File: src/gex_pkg.sv
// Shared constants for the serial-controlled eight-pin port expander.
// Assumes one 50 MHz system clock; no other file defines these names.
package gex_pkg;
    // ==========================================================
    // Register pointer codes
    localparam logic [1:0] PTR_INPUT    = 2'h0;
    localparam logic [1:0] PTR_OUTPUT   = 2'h1;
    localparam logic [1:0] PTR_POLARITY = 2'h2;
    localparam logic [1:0] PTR_DIR      = 2'h3;
    // ==========================================================
    // Reset values
    localparam logic [7:0] OUTPUT_RST   = 8'hff;
    localparam logic [7:0] POLARITY_RST = 8'h00;
    localparam logic [7:0] DIR_RST      = 8'hff;
    localparam logic [7:0] CMD_RST      = 8'h00;
    // ==========================================================
    // Fixed upper address bits, then three strap bits
    localparam logic [3:0] ADDR_FIXED   = 4'h7;
    localparam int         BYTE_BITS    = 8;
    localparam logic [3:0] BIT_LAST     = 4'h7;
    // ==========================================================
    // Serial engine states
    typedef enum logic [2:0]
    {
        GEX_IDLE  = 3'b000,
        GEX_ADDR  = 3'b001,
        GEX_AACK  = 3'b010,
        GEX_WR    = 3'b011,
        GEX_WACK  = 3'b100,
        GEX_RD    = 3'b101,
        GEX_RACK  = 3'b110
    } gex_state_e;
endpackage

File: src/gex_expander.sv
// Eight-pin port expander with serial slave and change interrupt.
// Assumes rst comes from a power-on detector; bus lines and pins are async.
// Function
// - Reset holds all logic, then defaults
// - All pins inputs after reset
// - Input pins: both drivers off
// - Output pins: one driver per latch
// - Input edge raises change interrupt
// - Return to captured levels clears interrupt
// - Port read clears interrupt at ack
// - Change during ack pulse may vanish
// - Later changes raise interrupt again
// - Foreign writes, output pins: no interrupt
// - Output-to-input switch may falsely interrupt
// - Interrupt output open drain, low active
// - Pointer zero plus foreign read clears
// - Start and stop detected while clock high
// - Matching address acknowledged low on data
// - One bit per clock, stable high
// - Eight-bit bytes, each with ack bit
// - Device acks every byte it receives
// - Master nack ends read; release data
// - Pointer low bits pick register
// - Direction one input, zero output
// - Input register shows pins; writes ignored
// - Polarity bit inverts returned level
`timescale 1ns/100ps
module gex_expander
#(
    parameter int PINS = 8
)
(
    input  wire logic            clk_sys,
    input  wire logic            rst,
    input  wire logic            scl_in,
    input  wire logic            sda_in,
    output logic                 sda_out,
    output logic                 sda_oe,
    input  wire logic [2:0]      addr_select_pins,
    input  wire logic [PINS-1:0] port_pins_in,
    output logic      [PINS-1:0] high_side_driver,
    output logic      [PINS-1:0] low_side_driver,
    output logic                 int_n_out,
    output logic                 int_n_oe
);
    // ==========================================================
    // Elaboration check
    if (PINS != gex_pkg::BYTE_BITS)
    begin : g_bad_width
        $error("Port width must equal one serial byte");
    end

    // ==========================================================
    // Input synchronisers
    logic [1:0]      bus_s;     // Synced clock and data
    logic [PINS-1:0] pin_s;     // Synced port levels
    logic [2:0]      strap_s;   // Synced address straps

    gex_sync #(.WIDTH(2), .INIT(2'h3)) u_bus_sync
    (
        .clk_sys (clk_sys),
        .rst     (rst),
        .din     ({scl_in, sda_in}),
        .dout    (bus_s)
    );

    gex_sync #(.WIDTH(PINS + 3), .INIT('0)) u_pin_sync
    (
        .clk_sys (clk_sys),
        .rst     (rst),
        .din     ({addr_select_pins, port_pins_in}),
        .dout    ({strap_s, pin_s})
    );

    // ==========================================================
    // Edge and condition decode
    logic scl_d;                 // Previous synced clock
    logic sda_d;                 // Previous synced data
    wire  scl_now   = bus_s[1];
    wire  sda_now   = bus_s[0];
    wire  scl_rise  = scl_now & ~scl_d;
    wire  scl_fall  = ~scl_now & scl_d;
    wire  start_det = scl_now & scl_d & sda_d & ~sda_now;
    wire  stop_det  = scl_now & scl_d & ~sda_d & sda_now;

    // History of bus lines
    always_ff @(posedge clk_sys)
    begin
        if (rst)
        begin
            scl_d <= 1'b1;
            sda_d <= 1'b1;
        end
        else
        begin
            scl_d <= scl_now;
            sda_d <= sda_now;
        end
    end

    // ==========================================================
    // Registers and serial engine state
    gex_pkg::gex_state_e state;       // Engine state
    gex_pkg::gex_state_e next_state;  // Engine next state
    logic [7:0] shreg;        // Shift register, MSB first
    logic [3:0] bitcnt;       // Bits of current byte
    logic       first_wr;     // Next written byte is command
    logic       acking;       // Device pulls data low this slot: ack or read zero bit
    logic       foreign_rd;   // Another slave took a read
    logic [7:0] cmd;          // Register pointer
    logic [7:0] out_reg;      // Output latch
    logic [7:0] pol_reg;      // Polarity inversion
    logic [7:0] dir_reg;      // Direction, 1 is input
    logic [7:0] ref_reg;      // Captured input reference
    logic       irq;          // Change interrupt pending

    // Input register view, polarity applied
    wire [7:0] in_view  = pin_s ^ pol_reg;
    wire       addr_hit = (shreg[7:4] == gex_pkg::ADDR_FIXED)
                          & (shreg[3:1] == strap_s);
    wire [1:0] ptr      = cmd[1:0];

    // Selected register for readback
    wire [7:0] rd_sel   = (ptr == gex_pkg::PTR_INPUT)    ? in_view :
                          (ptr == gex_pkg::PTR_OUTPUT)   ? out_reg :
                          (ptr == gex_pkg::PTR_POLARITY) ? pol_reg : dir_reg;

    wire byte_done = scl_fall & (bitcnt == gex_pkg::BIT_LAST);
    // Ack slot rise during our read of the input register
    wire rd_ack_rise = (state == gex_pkg::GEX_RACK) & scl_rise
                       & (ptr == gex_pkg::PTR_INPUT);
    // Pointer zero and a foreign read address was acknowledged
    wire bug_clear   = foreign_rd & scl_rise & ~sda_now
                       & (cmd == gex_pkg::CMD_RST);
    wire irq_clear   = rd_ack_rise | bug_clear;
    // Input-mode pins differing from reference
    wire [7:0] diff  = (pin_s ^ ref_reg) & dir_reg;

    // ==========================================================
    // Next-state decode
    always_comb
    begin
        next_state = state;
        unique case (state)
            gex_pkg::GEX_IDLE: next_state = gex_pkg::GEX_IDLE;
            gex_pkg::GEX_ADDR:
            begin
                if (byte_done)
                begin
                    // Unmatched address: go quiet until next start
                    next_state = addr_hit ? gex_pkg::GEX_AACK : gex_pkg::GEX_IDLE;
                end
            end
            gex_pkg::GEX_AACK:
            begin
                if (scl_fall)
                begin
                    next_state = shreg[0] ? gex_pkg::GEX_RD : gex_pkg::GEX_WR;
                end
            end
            gex_pkg::GEX_WR:   next_state = byte_done ? gex_pkg::GEX_WACK : gex_pkg::GEX_WR;
            gex_pkg::GEX_WACK: next_state = scl_fall ? gex_pkg::GEX_WR : gex_pkg::GEX_WACK;
            gex_pkg::GEX_RD:   next_state = byte_done ? gex_pkg::GEX_RACK : gex_pkg::GEX_RD;
            gex_pkg::GEX_RACK:
            begin
                if (scl_rise)
                begin
                    // Master nack ends read and releases the line
                    next_state = sda_now ? gex_pkg::GEX_IDLE : gex_pkg::GEX_RACK;
                end
                else if (scl_fall)
                begin
                    next_state = gex_pkg::GEX_RD;
                end
            end
            default: next_state = gex_pkg::GEX_IDLE;
        endcase
        if (start_det)
        begin
            next_state = gex_pkg::GEX_ADDR;
        end
        else if (stop_det)
        begin
            next_state = gex_pkg::GEX_IDLE;
        end
    end

    // ==========================================================
    // Engine state and bit counting
    always_ff @(posedge clk_sys)
    begin
        if (rst)
        begin
            state  <= gex_pkg::GEX_IDLE;
            bitcnt <= 4'h0;
        end
        else
        begin
            state <= next_state;
            // Restarts after each ack slot; a start loads all ones so the
            // start's own clock fall wraps it to zero instead of counting
            if (start_det || (scl_fall && (bitcnt == gex_pkg::BIT_LAST + 4'h1)))
            begin
                bitcnt <= start_det ? 4'hf : 4'h0;
            end
            else if (scl_fall && state != gex_pkg::GEX_IDLE)
            begin
                bitcnt <= bitcnt + 4'h1;
            end
        end
    end

    // ==========================================================
    // Shift register: sample on rise, load read data at ack end
    always_ff @(posedge clk_sys)
    begin
        if (rst)
        begin
            shreg <= 8'h00;
        end
        else if (scl_fall && ((state == gex_pkg::GEX_AACK && shreg[0])
                 || (state == gex_pkg::GEX_RACK)))
        begin
            shreg <= rd_sel;
        end
        else if (scl_fall && state == gex_pkg::GEX_RD && bitcnt != gex_pkg::BIT_LAST)
        begin
            shreg <= {shreg[6:0], 1'b0};
        end
        else if (scl_rise && (state == gex_pkg::GEX_ADDR || state == gex_pkg::GEX_WR))
        begin
            shreg <= {shreg[6:0], sda_now};
        end
    end

    // ==========================================================
    // Foreign read tracking for the pointer-zero defect
    always_ff @(posedge clk_sys)
    begin
        if (rst || start_det || stop_det)
        begin
            foreign_rd <= 1'b0;
        end
        else if (byte_done && state == gex_pkg::GEX_ADDR)
        begin
            foreign_rd <= ~addr_hit & shreg[0];
        end
        else if (scl_fall && foreign_rd)
        begin
            foreign_rd <= 1'b0;
        end
    end

    // ==========================================================
    // Command and register writes
    always_ff @(posedge clk_sys)
    begin
        if (rst)
        begin
            cmd      <= gex_pkg::CMD_RST;
            out_reg  <= gex_pkg::OUTPUT_RST;
            pol_reg  <= gex_pkg::POLARITY_RST;
            dir_reg  <= gex_pkg::DIR_RST;
            first_wr <= 1'b0;
        end
        else if (state == gex_pkg::GEX_AACK)
        begin
            first_wr <= 1'b1;
        end
        else if (byte_done && state == gex_pkg::GEX_WR)
        begin
            first_wr <= 1'b0;
            if (first_wr)
            begin
                cmd <= shreg;
            end
            else
            begin
                // Input register writes fall through untouched
                unique case (ptr)
                    gex_pkg::PTR_INPUT:    cmd <= cmd;
                    gex_pkg::PTR_OUTPUT:   out_reg <= shreg;
                    gex_pkg::PTR_POLARITY: pol_reg <= shreg;
                    gex_pkg::PTR_DIR:      dir_reg <= shreg;
                endcase
            end
        end
    end

    // ==========================================================
    // Data line drive: ack slots and read bits
    wire want_ack  = (state == gex_pkg::GEX_AACK) | (state == gex_pkg::GEX_WACK);
    wire want_bit0 = (state == gex_pkg::GEX_RD) & ~shreg[7];

    // Change drive only while clock is low; a start or stop clears it at once
    always_ff @(posedge clk_sys)
    begin
        if (rst || start_det || stop_det)
        begin
            acking <= 1'b0;
        end
        else if (!scl_now)
        begin
            acking <= want_ack | want_bit0;
        end
    end

    // ==========================================================
    // Change interrupt and reference capture
    always_ff @(posedge clk_sys)
    begin
        if (rst)
        begin
            ref_reg <= 8'h00;
            irq     <= 1'b0;
        end
        else if (irq_clear)
        begin
            // Edge landing here is lost, as with the ack pulse
            ref_reg <= pin_s;
            irq     <= 1'b0;
        end
        else if (!irq)
        begin
            // Reference freezes on a change so a return can clear it
            ref_reg <= (|diff) ? ref_reg : pin_s;
            irq     <= |diff;
        end
        else if (~|diff)
        begin
            irq <= 1'b0;
        end
    end

    // ==========================================================
    // Registered outputs
    always_ff @(posedge clk_sys)
    begin
        if (rst)
        begin
            sda_out          <= 1'b0;
            sda_oe           <= 1'b0;
            high_side_driver <= '0;
            low_side_driver  <= '0;
            int_n_out        <= 1'b0;
            int_n_oe         <= 1'b0;
        end
        else
        begin
            sda_oe           <= acking;
            high_side_driver <= ~dir_reg & out_reg;
            low_side_driver  <= ~dir_reg & ~out_reg;
            int_n_oe         <= irq;
        end
    end
endmodule

File: src/gex_sync.sv
// Two-flop synchroniser for a group of asynchronous levels.
// Assumes inputs may change at any time relative to clk_sys.
`timescale 1ns/100ps
module gex_sync
#(
    parameter int WIDTH = 1,
    parameter logic [WIDTH-1:0] INIT = '0
)
(
    input  wire logic             clk_sys,
    input  wire logic             rst,
    input  wire logic [WIDTH-1:0] din,
    output logic      [WIDTH-1:0] dout
);
    // ==========================================================
    // Metastability stages
    logic [WIDTH-1:0] meta;   // First stage, read only by second

    // Both stages reset to idle level
    always_ff @(posedge clk_sys)
    begin
        if (rst)
        begin
            meta <= INIT;
            dout <= INIT;
        end
        else
        begin
            meta <= din;
            dout <= meta;
        end
    end
endmodule

File: config.mk
export PLATFORM = sky130hd
export DESIGN_NAME = gex_expander
export DESIGN_NICKNAME = d
export VERILOG_FILES = /design/src/gex_pkg.sv /design/src/gex_expander.sv /design/src/gex_sync.sv
export SDC_FILE = /design/constraint.sdc
export NUM_CORES = 1
export LEC_CHECK = 0
export BUFFER_PORTS_ARGS = -buffer_cell sky130_fd_sc_hd__buf_2
export CAP_MARGIN = 15
export CORE_ASPECT_RATIO = 2
export CORE_MARGIN = 1.5
export CORE_UTILIZATION = 60
export CTS_CLUSTER_SIZE = 10
export DETAILED_ROUTE_END_ITERATION = 12
export PLACE_DENSITY = 0.8
export RECOVER_POWER = 50
export REMOVE_ABC_BUFFERS = 1
export SYNTH_ARGS = -nofsm -noshare
export SYNTH_HDL_FRONTEND = slang
export SYNTH_SLANG_ARGS = --single-unit
File: constraint.sdc
create_clock -name clk_sys -period 3.1 [get_ports clk_sys]
set_input_delay 0.62 -clock clk_sys [delete_from_list [all_inputs] [get_ports clk_sys]]
set_output_delay 0.62 -clock clk_sys [all_outputs]
set_load 0.005 [all_outputs]
* Yosys cells after proc, flatten, opt, wreduce, memory -nomap -nowiden
Index checks and enable logic that the tools add are counted.
** Operators by class
- $add $sub $neg :: 1
- Equality and inequality tests :: 22
- Mux-type cells :: 31
- Bitwise logic cells :: 34
- Reductions and logical operators :: 32
** Operators with widths (number)
- $mux 8 :: 9
- $and 8x8->8 :: 3
- $mux 3 :: 8
- $pmux 3 s6 :: 1
- $and 1x1->1 :: 16
- $not 8->8 :: 2
- $xor 8x8->8 :: 2
- $mux 4 :: 3
- $reduce_and 4->1 :: 3
- $logic_and 1x1->1 :: 10
- $eq 3x3->1 const B :: 3
- $reduce_and 3->1 :: 3
- $eq 4x3->1 const B :: 2
- $logic_not 8->1 :: 1
- $mux 1 :: 8
- $ne 4x4->1 const B :: 2
- $not 1->1 :: 8
- $reduce_or 8->1 :: 1
- $eq 3x2->1 const B :: 2
- $ne 2x2->1 const B :: 3
- $reduce_bool 2->1 :: 3
- $reduce_bool 3->1 :: 2
- $logic_or 1x1->1 :: 5
- $ne 5x5->1 const B :: 1
- other kinds (15) :: 19
** Word-level totals
- Bits in registers :: 105
- Input bits :: 15
- Word-level logic and storage cells :: 143

* Depth between registers and ports, before layout
Gate-level depths: netlist of the first run.
- Depth after elaboration :: 8
- Depth in mapped cells :: 8
- Gate-level depth less buffers :: 7

* Modules after synthesis
From an unflattened synthesis of the first run, not the netlist that was laid out.
** Second synthesis, totals
- Cells, all modules :: 500
- Area total of the unflattened synthesis :: 4690.7 um2
** By module, submodules not included
- gex_expander :: instances 1, cells an instance 446, area an instance 3945.0 um2, sequential area each 1581.5 um2
- gex_sync (u_pin_sync) :: instances 1, cells an instance 46, area an instance 640.6 um2, sequential area each 440.4 um2
- gex_sync (u_bus_sync) :: instances 1, cells an instance 8, area an instance 105.1 um2, sequential area each 80.1 um2

* Worst setup path after synthesis of the first run
No wires, ideal clock.
- Path type :: register -> register
- Start :: register u_bus_sync.dout[1]
- End :: register out_reg[5]
- Library setup time :: 120 ps
- Arrival :: 2050 ps
- Path slack :: 931 ps
- Stages on the path, launching flop included :: 9
- Buffers on the path :: 1
- Cells stage by stage :: dfxtp_1 inv_1 ha_1 nand4b_1 or3_1 nor3b_4 buf_6 nor2b_1 a211o_1
** Between the ends
- Cells in the longest elaborated chain, start to end :: 5
** Ends and longest elaborated chain
- start: declaration :: line gex_sync.sv:13 : output logic [WIDTH-1:0] dout
- start signal: assignment :: line gex_sync.sv:30 : dout <= meta;
- $not 1->1 :: line gex_expander.sv:82 : wire scl_fall = ~scl_now & scl_d;
- $and 1x1->1 :: line gex_expander.sv:82
- $and 1x1->1 :: line gex_expander.sv:128 : wire byte_done = scl_fall & (bitcnt == gex_pkg::BIT_LAST);
- $logic_and 1x1->1 :: line gex_expander.sv:270 : else if (byte_done && state == gex_pkg::GEX_WR)
- $reduce_and 4->1 (no line)
- end signal: assignment :: line gex_expander.sv:261 : out_reg <= gex_pkg::OUTPUT_RST;
- end signal: assignment :: line gex_expander.sv:282 : gex_pkg::PTR_OUTPUT: out_reg <= shreg;
- end: declaration :: line gex_expander.sv:111 : logic [7:0] out_reg;
No other way between the ends.
A chain may end at the register's enable or synchronous reset.

* Worst setup path in the final report of the first run
- Start :: register u_bus_sync.dout[1]
- End :: register out_reg[7]
The elaborated chain is that of the path after synthesis.

==> run summary, run 1 <==
Seq/Total Area, Yosys: 44.61%
switching share of power: 21.58%
prevailing post-synth register cell: dfxtp_1
Seq pwr share: 49.5%
Layout Skew: 6.113 ps
Pint: 2.236 mW
Sink Count: 105
cts hold-fix bufs: 0
Slowest-stage cell, CP: nor3b_4
drc violations: 0
switching pwr: 615.4 µW
worst-skew pair later-pin latency: 340 ps
critical path arrival: 2810 ps
pin count of the biggest net entering global routing: 62
final RePlAce weighted congestion: 0.9693
final-layout fill cell count: 590
clk buf depth: 2
yosys warns: 0
Power Density: 545.9 nW/µm²
post-CTS sizing: 0
R2R setup slack: 520 ps
Worst path depth: 7
final WL: 10670 µm
Setup violations, final: 0
Util after Layout: 68.72%
fin cells: 606
Final period util: 83.29%
setup bufs post-CTS: 0
GRT Util Overall: 26.97%
Vias per Instance: 6.074
Hold EP: u_bus_sync.dout[0]
ANT nets after route: 0
io pins: 35
Routed WL per cell: 17.61 µm
initial antenna violation count: 0
DR iter-0 viols: 299
hpwl dp: 7440 µm
first-pass GRT wire length: 17260 µm
GRT overflow: 0
drt pass-1 iters: 4
R2R cell count: 7
crit path time final: 2582 ps
P_leak: 2.043 nW
dpl cells: 590
Critical Path Fanout Max: 15
Hold Path Depth: 1
Worst VDD drop: 0.4760 mV
# port buffers: 32
slowest stage delay, CP: 580 ps
count of final hold-check violations: 0
Critical Path RT: 3330 ps
mean post-synth cell area: 9.616 µm²
dpl ws: 577.6 ps
Clock transition at path regs: 70 ps
critical path type: reg2reg
area delta synth->final: 10.86%
actual slew at the worst max-slew pin: 1232 ps
critical path's top delay family: simple AND/OR/NAND/NOR gates
final setup margin: 518.1 ps
Mapped Cells: 490
Post-synth EDFFs: 0
WP buf/inv: 1
Worst setup EP type: register
slew margin rel.: 17.88%
Clock Power Share: 45.8%
status: completed
Slew Viols, Final: 0
H-tree Lvls: 3
worst hold start: u_bus_sync.meta[0]
area of the mapped netlist: 4712 µm²
vias in the first global route: 3596
reg2reg end: out_reg[7]
die area: 8426 µm²
layout cells sized above 1: 16.21%
# diodes: 0
Design Power: 2.852 mW
Max Freq: 387.3 MHz
Synth cell types: 60
CP Launch Type: register
height of the die: 128.3 µm
RSZ-0062 raised after global routing: false
TritonCTS clock tree: built
Rows: 45
Root Driver: clkbuf_16
worst reg2reg path startpoint: u_bus_sync.dout[1]
final setup TNS: 0 ps
Die W: 65.67 µm
Largest regs: u_pin_sync.dout: 11 flops, u_pin_sync.meta: 11 flops
TritonCTS buffer count: 9
Starting Density: 61.99%
Comb pwr share: 4.8%
total of max-cap violations: 0
#FFs+latches synth: 105
NumNets Final: 528
Synth async-reset ratio: 0%
via count: 3681
worst path cell trace: inv_1 -> ha_1 -> nand4b_1 -> or3_1 -> nor3b_4 -> nor2b_1 -> a211o_1
core area: 7601 µm²
Worst Hold Class: reg2reg
==> final cells by class <==
class | count | area (µm²) | area share, %
Sequential cell | 105 | 2102 | 40.24
Timing Repair Buffer | 44 | 240.2 | 4.599
Clock buffer | 9 | 225.2 | 4.311
Multi-Input combinational cell | 340 | 2387 | 45.70
Tap cell | 94 | 117.6 | 2.252
Clock inverter | 7 | 125.1 | 2.395
Inverter | 7 | 26.28 | 0.5030
==> worst max path at each step <==
stage / from / end / slack (ps)
5_1_grt: rst / high_side_driver[6] / 300
6_report: u_bus_sync.dout[1] / out_reg[7] / 520
2_1_floorplan: u_bus_sync.dout[1] / pol_reg[0] / 450
3_3_place_gp: u_bus_sync.dout[1] / out_reg[2] / 680
4_1_cts: u_bus_sync.dout[1] / out_reg[7] / 530
3_5_place_dp: u_bus_sync.dout[1] / out_reg[7] / 580
==> placed cells by master, fill, tap and decap left out, types with 9 or more instances in the layout <==
master	Yosys	routed
or2_2	9	9
nor3_1	29	29
dfxtp_1	105	105
buf_4	2	10
xor2_1	10	10
nand2_1	33	33
clkbuf_16	0	9
nor2b_1	35	35
mux2i_1	17	17
buf_2	4	28
a21oi_1	19	19
nor2_1	41	41
==> worst register-to-register path, delay by kind of cell, from the launching register on <==
family	cells	cell delay, ps
and+or+nand+nor	4	1410
DFF	1	340
adders and majority gates	1	320
AOI/OAI and AO/OA	1	290
buffers and inverters	1	120
==> routing by layer <==
| layer | wire, µm | track usage, % | part of all wire (%) | up-vias |
|---|---|---|---|---|
| li1 | - | - | - | 1774 |
| met1 | 3843 | 27.85 | 36 | 1769 |
| met2 | 5963 | 48.19 | 56 | 107 |
| met3 | 365 | 4.039 | 3.4 | 31 |
| met4 | 497 | 18.63 | 4.7 | 0 |
| met5 | 0 | 0 | 0 | - |
==> Yosys cell counts, types with 6 or more instances <==
library cell | number | area, µm²
dfxtp_1 | 105 | 2102
nor2_1 | 41 | 153.9
nor2b_1 | 35 | 219.0
nand2_1 | 33 | 123.9
nor3_1 | 29 | 145.1
clkbuf_1 | 24 | 90.09
a21oi_1 | 19 | 95.09
mux2i_1 | 17 | 170.2
xor2_1 | 10 | 87.58
and2_1 | 9 | 56.30
or2_2 | 9 | 56.30
a211o_1 | 8 | 70.07
a311oi_1 | 8 | 70.07
nor4b_1 | 8 | 70.07
nor4bb_1 | 8 | 80.08
or4_1 | 8 | 60.06
inv_1 | 7 | 26.28
mux4_2 | 7 | 157.7
ha_1 | 6 | 75.07
nand2b_1 | 6 | 37.54
nand3_1 | 6 | 30.03
o311ai_0 | 6 | 52.55
==> metrics by stage <==
step	area, µm²	hold slack (ps)
final	5224	424.2
after global routing	5224	440.3
after CTS	5236	433.6
after detailed placement	4886	416.9
after global placement	4886	394.4
after floorplan	4516	389.5
==> cell families after synthesis <==
kind of cell / share of synthesized area (%)
compound gates: 11.21
flops: 44.61
xor+xnor: 2.788
fa+ha+maj: 1.593
other cells: 0.07958
mux: 7.196
buf+inv: 4.806
simple gates: 27.72
==> power by group through the flow <==
| stage | clock network, mW | registers [mW] | logic [mW] |
|---|---|---|---|
| 3_3_place_gp | 0 | 1.44 | 0.132 |
| 6_report | 1.31 | 1.41 | 0.135 |
| 5_1_grt | 1.38 | 1.42 | 0.150 |
| 4_1_cts | 1.32 | 1.41 | 0.138 |
| 3_5_place_dp | 0 | 1.44 | 0.137 |
| 2_1_floorplan | 0 | 1.43 | 0.0794 |
No activity file was read; power rests on OpenSTA's default activity.
==> inputs of run 2 (changes only) <==
CORE_UTILIZATION = 54   (was 60)
PLACE_DENSITY = 0.76   (was 0.8)
clock period = 2.1 ns   (was 3.1 ns; I/O delays follow)
==> run 2 against run 1 <==
  * Count of clock-buffer cells in the layout is 2 higher
  * Core utilization is 3.9 points lower
  * Non-clock buffer count is 25 higher
==> run summary, run 2 (synthesis gave the netlist of run 1 again) <==
Max Freq: 485.7 MHz (+25%)
final setup TNS: 0 ps (unchanged)
total of max-cap violations: 0 (unchanged)
count of final hold-check violations: 0 (unchanged)
layout cells sized above 1: 21.83% (+5.6 points)
crit path time final: 2059 ps (-523.0 ps)
Clock Power Share: 43.2% (-2.6 points)
NumNets Final: 553 (+4.7%)
die area: 9329 µm² (+11%)
Worst VDD drop: 0.5022 mV (+5.5%)
post-route design area: 5530 µm² (+5.9%)
drc violations: 0 (unchanged)
Clock transition at path regs: 70 ps (about the same)
clk buf depth: 2 (unchanged)
ANT nets after route: 0 (unchanged)
Util after Layout: 64.85% (-3.9 points)
Sink Count: 105 (unchanged)
Area after DPL: 5094 µm² (+4.3%)
Comb pwr share: 5.6% (+0.8 points)
TritonCTS buffer count: 9 (unchanged)
Starting Density: 55.25% (-6.7 points)
Design Power: 4.057 mW (+42%)
# port buffers: 32 (unchanged)
worst reg2reg path startpoint: scl_d
Setup violations, final: 0 (unchanged)
Slew Viols, Final: 0 (unchanged)
switching pwr: 871.9 µW (+42%)
H-tree Lvls: 3 (unchanged)
switching share of power: 21.49% (-0.088 points)
reg2reg end: ref_reg[0]
most common cell after layout, fill and taps aside: dfxtp_1
TritonCTS clock tree: built
Hold EP: u_bus_sync.meta[0]
Critical Path RT: 2320 ps (-1010 ps)
Power Density: 733.5 nW/µm² (+34%)
core area: 8528 µm² (+12%)
# diodes: 0 (unchanged)
Die W: 69.05 µm (+5.2%)
height of the die: 135.1 µm (+5.3%)
worst-skew pair later-pin latency: 350 ps (about the same)
Vias per Instance: 5.975 (-1.6%)
Largest regs: u_pin_sync.dout: 11 flops, u_pin_sync.meta: 11 flops
Worst setup EP type: register
worst hold start: sda_in
hpwl dp: 7631 µm (+2.6%)
status: completed
first-pass GRT wire length: 17600 µm (+1.9%)
Root Driver: clkbuf_16
initial antenna violation count: 0 (unchanged)
GRT overflow: 0 (unchanged)
Critical Path Fanout Max: 12 (-3)
final WL: 11080 µm (+3.8%)
most frequent cells in the layout: dfxtp_1, nor2_1, nor2b_1
GRT Util Overall: 23.75% (-3.2 points)
Final period util: 98.05% (+15 points)
Rows: 48 (+6.7%)
final setup margin: 41.02 ps (-477.0 ps)
io pins: 35 (unchanged)
drt pass-1 iters: 4 (unchanged)
final RePlAce weighted congestion: 1.027 (+6.0%)
P_leak: 2.196 nW (+7.5%)
Routed WL per cell: 17.42 µm (-1.1%)
critical path type: reg2reg
Seq pwr share: 51.2% (+1.7 points)
Layout Skew: 6.466 ps (+0.3527 ps)
final hold slack: 260.4 ps (-163.8 ps)
DR iter-0 viols: 275 (-8.0%)
critical path arrival: 2280 ps (-530 ps)
fin cells: 636 (+5.0%)
R2R setup slack: 40 ps (-480 ps)
Hold Path Depth: 2 (+1)
Pint: 3.185 mW (+42%)
pin count of the biggest net entering global routing: 64 (+3.2%)
dpl ws: -29.60 ps (-607.2 ps)
R2R cell count: 9 (+2)
slew margin rel.: 59.19% (+41 points)
CP Launch Type: register
via count: 3800 (+3.2%)
RSZ-0062 raised after global routing: true
Worst Hold Class: in2reg
dpl cells: 616 (+4.4%)
vias in the first global route: 3743 (+4.1%)
area delta synth->final: 17.37%
actual slew at the worst max-slew pin: 612.2 ps (-619.5 ps)
[run 2: cell count changes in the layout (fill, tap and decap cells not counted), sizes merged]
cell      change
bufinv        -1
clkinv        -2
clkinvlp      +1
clkbuf        -1
inv           -1
buf          +28
[run 2: repair_timing]
| item | CTS | global route |
|---|---|---|
| buffers inserted | 0 | 2 |
| hold buffers | 0 | 0 |
| resized for setup | 1 | 11 |
| cloned | 0 | 3 |
| pin swaps | 0 | 5 |
| setup endpoints to repair | 8 | 21 |
[run 2: cell type report]
type / count / area (µm²)
timing repair buffer: 69 / 550.5
inverter: 7 / 26.28
sequential: 105 / 2106
multi-input combinational: 340 / 2414
fill: 695 / 2998
clock buffer: 11 / 232.7
tap: 100 / 125.1
clock inverter: 4 / 76.32
[run 2: power groups by stage]
| stage | Sequential [mW] | Clock, mW | Combinational (mW) |
|---|---|---|---|
| after global placement | 2.12 | 0 | 0.212 |
| final | 2.08 | 1.75 | 0.226 |
| after floorplan | 2.12 | 0 | 0.117 |
| after global routing | 2.08 | 1.86 | 0.249 |
| after detailed placement | 2.12 | 0 | 0.220 |
| after CTS | 2.08 | 1.78 | 0.222 |
[run 2: layer usage]
layer | track usage (%) | share of wire [%] | vias up
li1 | - | - | 1826
met3 | 4.851 | 4.0 | 32
met2 | 45.73 | 58 | 118
met4 | 11.98 | 3.3 | 0
met1 | 23.39 | 35 | 1824
met5 | 0 | 0 | -
[run 2: worst max path at each step]
stage | from | to | slack (ps) | cells past startpoint
detailed placement | ref_reg[3] | ref_reg[3] | -30 | 5
global placement | ref_reg[3] | ref_reg[6] | 60 | 5
global route | u_bus_sync.dout[0] | ref_reg[7] | -40 | 7
finish | scl_d | ref_reg[0] | 40 | 9
floorplan | u_bus_sync.dout[1] | pol_reg[0] | -550 | 7
CTS | u_bus_sync.dout[1] | pol_reg[7] | 40 | 8
[run 2: critical path: stages, from the launching register on]
cell and delay (ps):
dfxtp_2 340, inv_1 50, ha_2 190, buf_4 160
nand4_1 140, o41ai_4 100, buf_6 150, clkbuf_16 160
and3b_2 190, or4_1 470
